## config.mk

```make
export PLATFORM = sky130hd
export DESIGN_NAME = bsj_exec
export DESIGN_NICKNAME = d
export VERILOG_FILES = /design/src/rtl/bsj_pkg.sv /design/src/rtl/bsj_mem_if.sv /design/src/rtl/bsj_exec.sv /design/src/rtl/bsj_bus_port.sv
export VERILOG_INCLUDE_DIRS = /design/src /design/src/rtl
export SDC_FILE = /design/constraint.sdc
export NUM_CORES = 1
export LEC_CHECK = 0
export ABC_CLOCK_PERIOD_IN_PS = 3500
export BUFFER_PORTS_ARGS = -buffer_cell sky130_fd_sc_hd__buf_4
export CAP_MARGIN = 40
export CORE_MARGIN = 4
export CORE_UTILIZATION = 56
export DETAILED_ROUTE_END_ITERATION = 7
export GPL_ROUTABILITY_DRIVEN = 0
export GPL_TIMING_DRIVEN = 0
export PLACE_DENSITY = 0.82
export SYNTH_ARGS = -nofsm -noshare
export SYNTH_HDL_FRONTEND = slang
export SYNTH_SLANG_ARGS = --single-unit
```

## constraint.sdc

```tcl
create_clock -name ref_clk -period 3.5 [get_ports ref_clk]
set_input_delay 0.175 -clock ref_clk [delete_from_list [all_inputs] [get_ports ref_clk]]
set_output_delay 0.175 -clock ref_clk [all_outputs]
set_load 0.01 [all_outputs]
```

## src/rtl/bsj_cfg.svh

```systemverilog
`ifndef BSJ_CFG_SVH
`define BSJ_CFG_SVH
// Opcode and prefix bytes.
`define BSJ_OP_PREFIX_BIT 8'hcb
`define BSJ_OP_PREFIX_IXX 8'hdd
`define BSJ_OP_PREFIX_IXY 8'hfd
`define BSJ_OP_JUMP 8'hc3
// Field positions inside the second opcode byte.
`define BSJ_GRP_HI 7
`define BSJ_GRP_LO 6
`define BSJ_BIT_HI 5
`define BSJ_BIT_LO 3
`define BSJ_REG_HI 2
`define BSJ_REG_LO 0
// Group and register field codes.
`define BSJ_GRP_SET 2'h3
`define BSJ_GRP_CLR 2'h2
`define BSJ_REG_MEM 3'h6
`define BSJ_REG_A 3'h7
// Instruction lengths in clock states.
`define BSJ_T_REG 5'h08
`define BSJ_T_MEM 5'h0f
`define BSJ_T_IDX 5'h17
`define BSJ_T_JUMP 5'h0a
// Instruction lengths in machine cycles.
`define BSJ_M_REG 3'h2
`define BSJ_M_MEM 3'h4
`define BSJ_M_IDX 3'h6
`define BSJ_M_JUMP 3'h3
// Reset values.
`define BSJ_PC_RST 16'h0000
`define BSJ_BYTE_RST 8'h00
`endif

```

## src/rtl/bsj_pkg.sv

```systemverilog
package bsj_pkg;
  // Execution phases, Gray coded along fetch, operands, calc, read, write, wait.
  typedef enum logic [2:0] {
    BSJ_FETCH = 3'h0,
    BSJ_OPND = 3'h1,
    BSJ_CALC = 3'h3,
    BSJ_READ = 3'h2,
    BSJ_WRITE = 3'h6,
    BSJ_WAIT = 3'h7
  } bsj_state_t;
  // Operand form of a decoded bit instruction.
  typedef enum logic [1:0] {
    BSJ_FORM_REG = 2'h0,
    BSJ_FORM_PTR = 2'h1,
    BSJ_FORM_IDX = 2'h2
  } bsj_form_t;
endpackage

```

## src/rtl/bsj_mem_if.sv

```systemverilog
interface bsj_mem_if;
  // Request to the bus port and answer from it.
  logic req;
  logic wr;
  logic [15:0] addr;
  logic [7:0] wdata;
  logic [7:0] rdata;
  logic done;
  modport core (output req, wr, addr, wdata, input rdata, done);
  modport port (input req, wr, addr, wdata, output rdata, done);
endinterface

```

## src/rtl/bsj_exec.sv

```systemverilog
`include "bsj_cfg.svh"
// --------------------------------------------------------------
// Bit set, bit clear and absolute jump executor
// --------------------------------------------------------------
// Behaviour
// - Prefix CB then 11-bbb-rrr sets the chosen register bit only.
// - Bit code 000 picks bit 0 and 111 picks bit 7, ascending.
// - Register codes B..L are 000..101, A is 111, 110 means memory.
// - The pointer form sets a bit at the pointer pair in 4 M, 15 T.
// - The x index form sets a bit at x plus d in 6 M, 23 T.
// - FD CB d 11-bbb-110 sets a bit at y plus signed d.
// - The 10-bbb forms, plain or DD/FD prefixed, clear a bit.
// - Bit clear takes 8, 15 or 23 states for register, pointer, index.
// - C3 is followed by the low then the high target byte.
// - The jump loads the counter and fetches there, 3 M and 10 T.
module bsj_exec
  import bsj_pkg::*;
(
  // Clock and reset.
  input wire logic ref_clk,
  input wire logic reset_n,
  // External memory bus.
  output logic mem_rd,
  output logic mem_wr,
  output logic [15:0] mem_addr,
  output logic [7:0] mem_wdata,
  input wire logic [7:0] mem_rdata,
  // Architectural state seen from outside.
  output logic [15:0] program_counter,
  output logic [7:0] flags,
  output logic [63:0] regs_flat,
  input wire logic [15:0] memory_pointer_pair,
  input wire logic [15:0] index_pair_x,
  input wire logic [15:0] index_pair_y,
  // Status.
  output logic insn_done,
  output logic [4:0] insn_states,
  output logic [2:0] insn_mcycles,
  output logic illegal_op
);
  bsj_mem_if mif ();
  bsj_state_t state_q;
  bsj_form_t form_q;
  logic [15:0] pc_q;
  logic [7:0] regs_q [8];
  logic [7:0] flags_q;
  logic [1:0] prefix_q;
  logic [1:0] opnd_cnt_q;
  logic is_jump_q;
  logic [7:0] op_q;
  logic [7:0] disp_q;
  logic [7:0] lo_q;
  logic [15:0] ea_q;
  logic [4:0] states_q;
  logic [4:0] wait_q;
  logic done_q;
  logic [4:0] tstates_q;
  logic [2:0] mcyc_q;
  logic illegal_q;
  logic [7:0] fetched;

  // Modify one bit of a byte: set or clear per the group field.
  function automatic logic [7:0] bsj_apply(input logic [7:0] val,
                                           input logic [7:0] op);
    logic [7:0] mask;
    mask = 8'h01 << op[`BSJ_BIT_HI:`BSJ_BIT_LO];
    if (op[`BSJ_GRP_HI:`BSJ_GRP_LO] == `BSJ_GRP_SET)
      bsj_apply = val | mask;
    else
      bsj_apply = val & ~mask;
  endfunction

  // A byte in the bit group that this block executes.
  function automatic logic bsj_is_bitop(input logic [7:0] op);
    bsj_is_bitop = op[`BSJ_GRP_HI];
  endfunction

  bsj_bus_port u_port (
    .ref_clk(ref_clk),
    .reset_n(reset_n),
    .mif(mif),
    .mem_rd(mem_rd),
    .mem_wr(mem_wr),
    .mem_addr(mem_addr),
    .mem_wdata(mem_wdata),
    .mem_rdata(mem_rdata)
  );

  assign fetched = mif.rdata;

  // ------------------------------------------------------------
  // Bus requests
  // ------------------------------------------------------------
  // One request per phase; the request drops while the answer is due.
  always_comb
  begin
    mif.req = 1'b0;
    mif.wr = 1'b0;
    mif.addr = pc_q;
    mif.wdata = bsj_apply(fetched, op_q);
    case (state_q)
      BSJ_FETCH, BSJ_OPND:
        mif.req = ~mif.done;
      BSJ_READ:
      begin
        mif.req = ~mif.done;
        mif.addr = ea_q;
      end
      BSJ_WRITE:
      begin
        mif.req = 1'b1;
        mif.wr = 1'b1;
        mif.addr = ea_q;
      end
      default:
        mif.req = 1'b0;
    endcase
  end

  // ------------------------------------------------------------
  // Sequencer
  // ------------------------------------------------------------
  // Each edge counts one clock state; the end of an instruction is
  // held back in WAIT until its documented state count is reached.
  always_ff @(posedge ref_clk or negedge reset_n)
  begin
    if (!reset_n)
    begin
      state_q <= BSJ_FETCH;
      form_q <= BSJ_FORM_REG;
      pc_q <= `BSJ_PC_RST;
      prefix_q <= 2'h0;
      opnd_cnt_q <= 2'h0;
      is_jump_q <= 1'b0;
      op_q <= `BSJ_BYTE_RST;
      disp_q <= `BSJ_BYTE_RST;
      lo_q <= `BSJ_BYTE_RST;
      ea_q <= `BSJ_PC_RST;
      states_q <= 5'h00;
      wait_q <= 5'h00;
      done_q <= 1'b0;
      tstates_q <= 5'h00;
      mcyc_q <= 3'h0;
      illegal_q <= 1'b0;
      for (int i = 0; i < 8; i++)
        regs_q[i] <= `BSJ_BYTE_RST;
    end
    else
    begin
      done_q <= 1'b0;
      illegal_q <= 1'b0;
      states_q <= states_q + 5'h01;
      case (state_q)
        BSJ_FETCH:
          if (mif.done)
          begin
            pc_q <= pc_q + 16'h0001;
            // The fetch request and its answer are two states already.
            if (prefix_q == 2'h0)
              states_q <= 5'h02;
            if (fetched == `BSJ_OP_JUMP && prefix_q == 2'h0)
            begin
              is_jump_q <= 1'b1;
              opnd_cnt_q <= 2'h0;
              state_q <= BSJ_OPND;
            end
            else if (fetched == `BSJ_OP_PREFIX_IXX && prefix_q == 2'h0)
              prefix_q <= 2'h1;
            else if (fetched == `BSJ_OP_PREFIX_IXY && prefix_q == 2'h0)
              prefix_q <= 2'h2;
            else if (fetched == `BSJ_OP_PREFIX_BIT)
            begin
              is_jump_q <= 1'b0;
              opnd_cnt_q <= (prefix_q != 2'h0) ? 2'h0 : 2'h1;
              state_q <= BSJ_OPND;
            end
            else
            begin
              illegal_q <= 1'b1;
              prefix_q <= 2'h0;
            end
          end
        BSJ_OPND:
          if (mif.done)
          begin
            pc_q <= pc_q + 16'h0001;
            opnd_cnt_q <= opnd_cnt_q + 2'h1;
            if (is_jump_q)
            begin
              if (opnd_cnt_q == 2'h0)
                lo_q <= fetched;
              else
              begin
                pc_q <= {fetched, lo_q};
                wait_q <= `BSJ_T_JUMP;
                tstates_q <= `BSJ_T_JUMP;
                mcyc_q <= `BSJ_M_JUMP;
                state_q <= BSJ_WAIT;
              end
            end
            else if (opnd_cnt_q == 2'h0)
              disp_q <= fetched;
            else
            begin
              op_q <= fetched;
              if (!bsj_is_bitop(fetched))
              begin
                illegal_q <= 1'b1;
                prefix_q <= 2'h0;
                state_q <= BSJ_FETCH;
              end
              else if (prefix_q != 2'h0)
              begin
                form_q <= BSJ_FORM_IDX;
                state_q <= BSJ_CALC;
              end
              else if (fetched[`BSJ_REG_HI:`BSJ_REG_LO] == `BSJ_REG_MEM)
              begin
                form_q <= BSJ_FORM_PTR;
                ea_q <= memory_pointer_pair;
                state_q <= BSJ_READ;
              end
              else
              begin
                form_q <= BSJ_FORM_REG;
                regs_q[fetched[`BSJ_REG_HI:`BSJ_REG_LO]] <=
                  bsj_apply(regs_q[fetched[`BSJ_REG_HI:`BSJ_REG_LO]],
                            fetched);
                wait_q <= `BSJ_T_REG;
                tstates_q <= `BSJ_T_REG;
                mcyc_q <= `BSJ_M_REG;
                state_q <= BSJ_WAIT;
              end
            end
          end
        BSJ_CALC:
        begin
          // Signed displacement is sign extended before the add.
          ea_q <= ((prefix_q == 2'h1) ? index_pair_x : index_pair_y) +
                  {{8{disp_q[7]}}, disp_q};
          state_q <= BSJ_READ;
        end
        BSJ_READ:
          if (mif.done)
            state_q <= BSJ_WRITE;
        BSJ_WRITE:
        begin
          wait_q <= (form_q == BSJ_FORM_IDX) ? `BSJ_T_IDX : `BSJ_T_MEM;
          tstates_q <= (form_q == BSJ_FORM_IDX) ? `BSJ_T_IDX :
                       `BSJ_T_MEM;
          mcyc_q <= (form_q == BSJ_FORM_IDX) ? `BSJ_M_IDX : `BSJ_M_MEM;
          state_q <= BSJ_WAIT;
        end
        default:
          if (states_q + 5'h01 >= wait_q)
          begin
            done_q <= 1'b1;
            prefix_q <= 2'h0;
            is_jump_q <= 1'b0;
            state_q <= BSJ_FETCH;
          end
      endcase
    end
  end

  // Flags are never written by this block, so they keep their value.
  always_ff @(posedge ref_clk or negedge reset_n)
  begin
    if (!reset_n)
      flags_q <= `BSJ_BYTE_RST;
    else
      flags_q <= flags_q;
  end

  // Flatten the register file, B in the low byte; slot 6 stays unused.
  for (genvar g = 0; g < 8; g++)
  begin : g_flat
    assign regs_flat[g*8 +: 8] = regs_q[g];
  end

  assign program_counter = pc_q;
  assign flags = flags_q;
  assign insn_done = done_q;
  assign insn_states = tstates_q;
  assign insn_mcycles = mcyc_q;
  assign illegal_op = illegal_q;
endmodule

```

## src/rtl/bsj_bus_port.sv

```systemverilog
`include "bsj_cfg.svh"
// --------------------------------------------------------------
// Single-cycle bus port: one access per request, answer next edge.
// --------------------------------------------------------------
module bsj_bus_port
  import bsj_pkg::*;
(
  // Clock and reset.
  input wire logic ref_clk,
  input wire logic reset_n,
  // Core side.
  bsj_mem_if.port mif,
  // External memory bus.
  output logic mem_rd,
  output logic mem_wr,
  output logic [15:0] mem_addr,
  output logic [7:0] mem_wdata,
  input wire logic [7:0] mem_rdata
);
  // Strobes are combinational so the memory sees them in the request cycle.
  assign mem_rd = mif.req & ~mif.wr;
  assign mem_wr = mif.req & mif.wr;
  assign mem_addr = mif.addr;
  assign mem_wdata = mif.wdata;

  // Read data is captured so the core sees a stable byte with done.
  always_ff @(posedge ref_clk or negedge reset_n)
  begin
    if (!reset_n)
    begin
      mif.rdata <= `BSJ_BYTE_RST;
      mif.done <= 1'b0;
    end
    else
    begin
      // Only a read updates the byte, so it still stands for the write
      // back two cycles later, when the idle bus shows something else.
      if (mem_rd)
        mif.rdata <= mem_rdata;
      mif.done <= mif.req;
    end
  end
endmodule

```

==> impl.org <==
** Setup path
- Data arrives at the worst endpoint at 3.66 ns.
- On the worst path, the slowest cell contributes a delay of 0.55 ns.
- Counting stages on the worst path, the most repeated cell is sky130_fd_sc_hd__clkbuf_1.
- Cells traversed along the worst timing path :: clkbuf_1 > clkbuf_1 > clkbuf_1 > nand2_1 > nor2_1 > buf_4 > mux2_2
- Maximum fanout count along the critical path :: 10
- The worst setup path is of the flop to flop kind.
- STA classifies the critical path endpoint as a flop.
- On the critical path, the stage with the largest delay is an instance of sky130_fd_sc_hd__nor2_1.
- STA puts the critical path data required time at 3.82 ns.
- STA classifies the critical path startpoint as a flop.

** Job
- Across the run, the number of max-cap violations was 0.

** Detailed routing
- Vias :: 7,596
- The detailed router finished its first iteration with 919 violations.
- Dividing the detail-routed wire length by the instance count gives 19.8 µm.
- Total wirelength of the detailed-routed design :: 25.1 mm
- The pre-antenna-repair detailed-routing pass consisted of 5 iterations.
- Via/cell ratio :: 6.00
- Remaining DRCs :: 0
- The detail route stage leaves a number of antenna-violating nets equal to 0.

** Floorplan
- The floorplan has 44 rows.
- Floorplan die height :: 132 µm
- Die X :: 132 µm
- Initial core utilization :: 58.2%
- For this design the top-level I/O count stands at 182.
- The die covers 17,400 µm².
- After floorplanning, the core was sized to cover 14,800 µm².

** Synthesis
- Mean post-synth cell area :: 10.0 µm²
- Cell variety after synth :: 65
- Seq cells post-synth :: 149
- Sequential area share after synthesis :: 43.4%
- For this run, the leading register cell type out of synthesis is sky130_fd_sc_hd__dfrtp_1.
- Synthesis produced 857 cells.
- Total number of yosys warnings :: 0
- Async set or reset register ratio after synthesis :: 100%
- Netlist area before placement :: 8590 µm²
- In this run, synthesis inferred 0 flip-flops with an integrated enable.

** Layout
- Final non-filler cell total :: 1,267
- The filler cells instantiated in the layout total 1,088.
- In the final layout, flip-flops and latches occupy 3730 µm².
- Final core utilization :: 74.0%
- Diodes inserted :: 0
- Area of the multi-input gates :: 4530 µm²
- The final layout contains 1,152 nets.
- Area added between synthesis and finish :: 27.1%
- In the final layout, the share of cells above drive strength 1 is 33.2%.

** Clocking
- TritonCTS clock tree :: done
- CTS placed an instance of sky130_fd_sc_hd__clkbuf_16 at the clock tree root.
- TritonCTS Sinks :: 149
- The H-tree generated during clock tree synthesis spans 4 levels.
- The clock reaches the later pin of the worst-skew pair after 0.44 ns.
- TritonCTS created 17 clock buffers.
- Clock Tree Buf Depth :: 2
- Clock Pin Slew Worst Setup and Hold Paths :: 0.07 ns
- Number of setup buffers added after CTS :: 0

** Timing
- Final hold vios :: 0
- Setup violations remaining at the end of the flow were counted as 0.
- Worst setup slack after layout :: 0.157 ns
- Setup total negative slack on the finished layout was measured at 0 ns.
- Time the final worst path needs with I/O delays and setup :: 3.34 ns
- Unrepaired setup endpoints after global routing :: false
- Achievable clock frequency :: 299 MHz
- Total count of max-transition violations in the final report :: 0
- Slew of the pin with the lowest slew margin :: 0.976 ns
- In this run the tightest slew margin relative to its limit is 34.6%.
- Clock skew :: 0.00951 ns
- Period utilization :: 95.5%

** GRT
- Pin count of the biggest net entering global routing :: 88
- Number of antenna violations at the first check in global routing :: 0
- GRT Total Usage :: 28.9%
- The number of global-route vias before repair is 7,431.
- The first global-routing pass estimated 40.5 mm of wire.
- Total congestion overflow after global routing :: 0

** Place
- Port buffering added 173 buffers.
- Placed wire-length estimate :: 17.7 mm
- Placed cell count :: 1,226
- At the placement stage, the worst setup path has a slack of -0.471 ns.

** Worst hold path
- Min-Delay Path Class :: primary input to flop

** Power and ir drop
- The analysis attributes to cell leakage a power of 5.23 nW.
- Worst vdd ir :: 0.523 mV
- Areal power density over the cells :: 730 nW/µm²

** Run status
- Status :: finished, final reports clean
==> area by class of cell <==
| class | instances | share of cell area [%] |
|---|---|---|
| multi-input cells | 629 | 41.5 |
| clock buffers | 18 | 4.02 |
| well taps | 184 | 2.11 |
| flip-flops and latches | 149 | 34.2 |
| repair buffers | 188 | 13.3 |
| inverters | 19 | 0.654 |
| clock inverters | 14 | 1.50 |
| plain buffers | 66 | 2.69 |
==> where the power goes <==
group	internal (mW)	switching [mW]
registers	2.05	0.280
logic	1.53	2.22
clock network	1.09	0.795
total	4.66	3.30
==> sequential cells by signal, indices dropped and copies added (netlist names) <==
| signal | count |
|---|---|
| form_q | 2 |
| insn_states | 4 |
| regs_flat | 64 |
| u_port.mif.done | 1 |
| illegal_op | 1 |
| lo_q | 8 |
| op_q | 5 |
| is_jump_q | 1 |
| program_counter | 16 |
| u_port.mif.rdata | 8 |
| states_q | 5 |
| insn_mcycles | 2 |
| opnd_cnt_q | 2 |
| state_q | 3 |
| disp_q | 8 |
| ea_q | 16 |
| insn_done | 1 |
| prefix_q | 2 |
==> worst max-delay path: cells and delay by family (launching register included) <==
kind / cells / cell delay [ns]
buffers and inverters: 4 / 1.73
and+or+nand+nor: 2 / 0.82
muxes: 1 / 0.36
DFF: 1 / 0.32
==> worst paths after layout <==
check / from / endpoint / depth (start not counted) / slack [ns]
max in group asynchronous: reset_n / regs_flat[8]$_DFFE_PN0P_ / 3 / 2.37
min in group asynchronous: reset_n / u_port.mif.done$_DFF_PN0_ / 2 / 0.29
hold / removal: memory_pointer_pair[5] / ea_q[5]$_DFFE_PN0P_ / 3 / 0.006
setup reg to reg: u_port.mif.rdata[0]$_DFFE_PN0P_ / regs_flat[42]$_DFFE_PN0P_ / 7 / 0.16
hold reg to reg: op_q[7]$_DFFE_PN0P_ / op_q[7]$_DFFE_PN0P_ / 2 / 0.47
setup / recovery: u_port.mif.rdata[0]$_DFFE_PN0P_ / regs_flat[42]$_DFFE_PN0P_ / 7 / 0.16
==> routing by layer <==
| layer | share of wire (%) | vias up | GRT usage [%] |
|---|---|---|---|
| li1 | - | 3513 | - |
| met3 | 8.8 | 53 | 6.72 |
| met4 | 2.2 | 0 | 8.11 |
| met2 | 49 | 351 | 48.3 |
| met1 | 40 | 3679 | 38.0 |
| met5 | 0 | - | 0 |
==> Yosys cell counts, types with 10 or more instances <==
cell / instances / area (µm²)
sky130_fd_sc_hd__nor3_1: 13 / 65.1
sky130_fd_sc_hd__a21o_1: 10 / 75.1
sky130_fd_sc_hd__ha_1: 23 / 288
sky130_fd_sc_hd__a21oi_1: 52 / 260
sky130_fd_sc_hd__mux2i_1: 20 / 200
sky130_fd_sc_hd__nand2_1: 73 / 274
sky130_fd_sc_hd__inv_1: 17 / 63.8
sky130_fd_sc_hd__buf_4: 10 / 75.1
sky130_fd_sc_hd__nor2_1: 61 / 229
sky130_fd_sc_hd__clkbuf_1: 49 / 184
sky130_fd_sc_hd__nand3_1: 22 / 110
sky130_fd_sc_hd__and2_1: 13 / 81.3
sky130_fd_sc_hd__nor2b_1: 12 / 75.1
sky130_fd_sc_hd__o21ai_0: 61 / 305
sky130_fd_sc_hd__dfrtp_1: 149 / 3730
sky130_fd_sc_hd__mux2_2: 119 / 1340
==> what timing repair did <==
action,CTS,global route
setup endpoints to repair,9,14
hold buffers,10,0
resized for setup,3,4
endpoints found under the hold margin,71,0
cloned,0,0
==> through the flow <==
stage                     power, mW  instance area, µm²  hold WS (ns)
after detailed placement       6.00               10200         0.206
after global routing           8.44               10900        0.0320
after global placement         5.90               10100         0.385
final                          7.96               10900       0.00555
after floorplan                4.70                8610        -0.121
after CTS                      7.91               10900       0.00161
==> layout by cell type, fill, tap and decap left out, types with 20 or more instances in the layout <==
cell,instances
sky130_fd_sc_hd__a21oi_1,52
sky130_fd_sc_hd__buf_4,184
sky130_fd_sc_hd__clkbuf_1,47
sky130_fd_sc_hd__dfrtp_1,149
sky130_fd_sc_hd__ha_1,23
sky130_fd_sc_hd__mux2_2,119
sky130_fd_sc_hd__mux2i_1,20
sky130_fd_sc_hd__nand2_1,73
sky130_fd_sc_hd__nand3_1,22
sky130_fd_sc_hd__nor2_1,61
sky130_fd_sc_hd__o21ai_0,61
==> logic make-up after synthesis <==
family          share of synthesized area (%)
compound gates                           13.8
xor+xnor                                 1.53
fa+ha+maj                                3.59
buf+inv                                  4.24
flops                                    43.4
mux                                      19.3
other cells                            0.0437
simple gates                             14.2
Power figures use the tool's default switching activity.
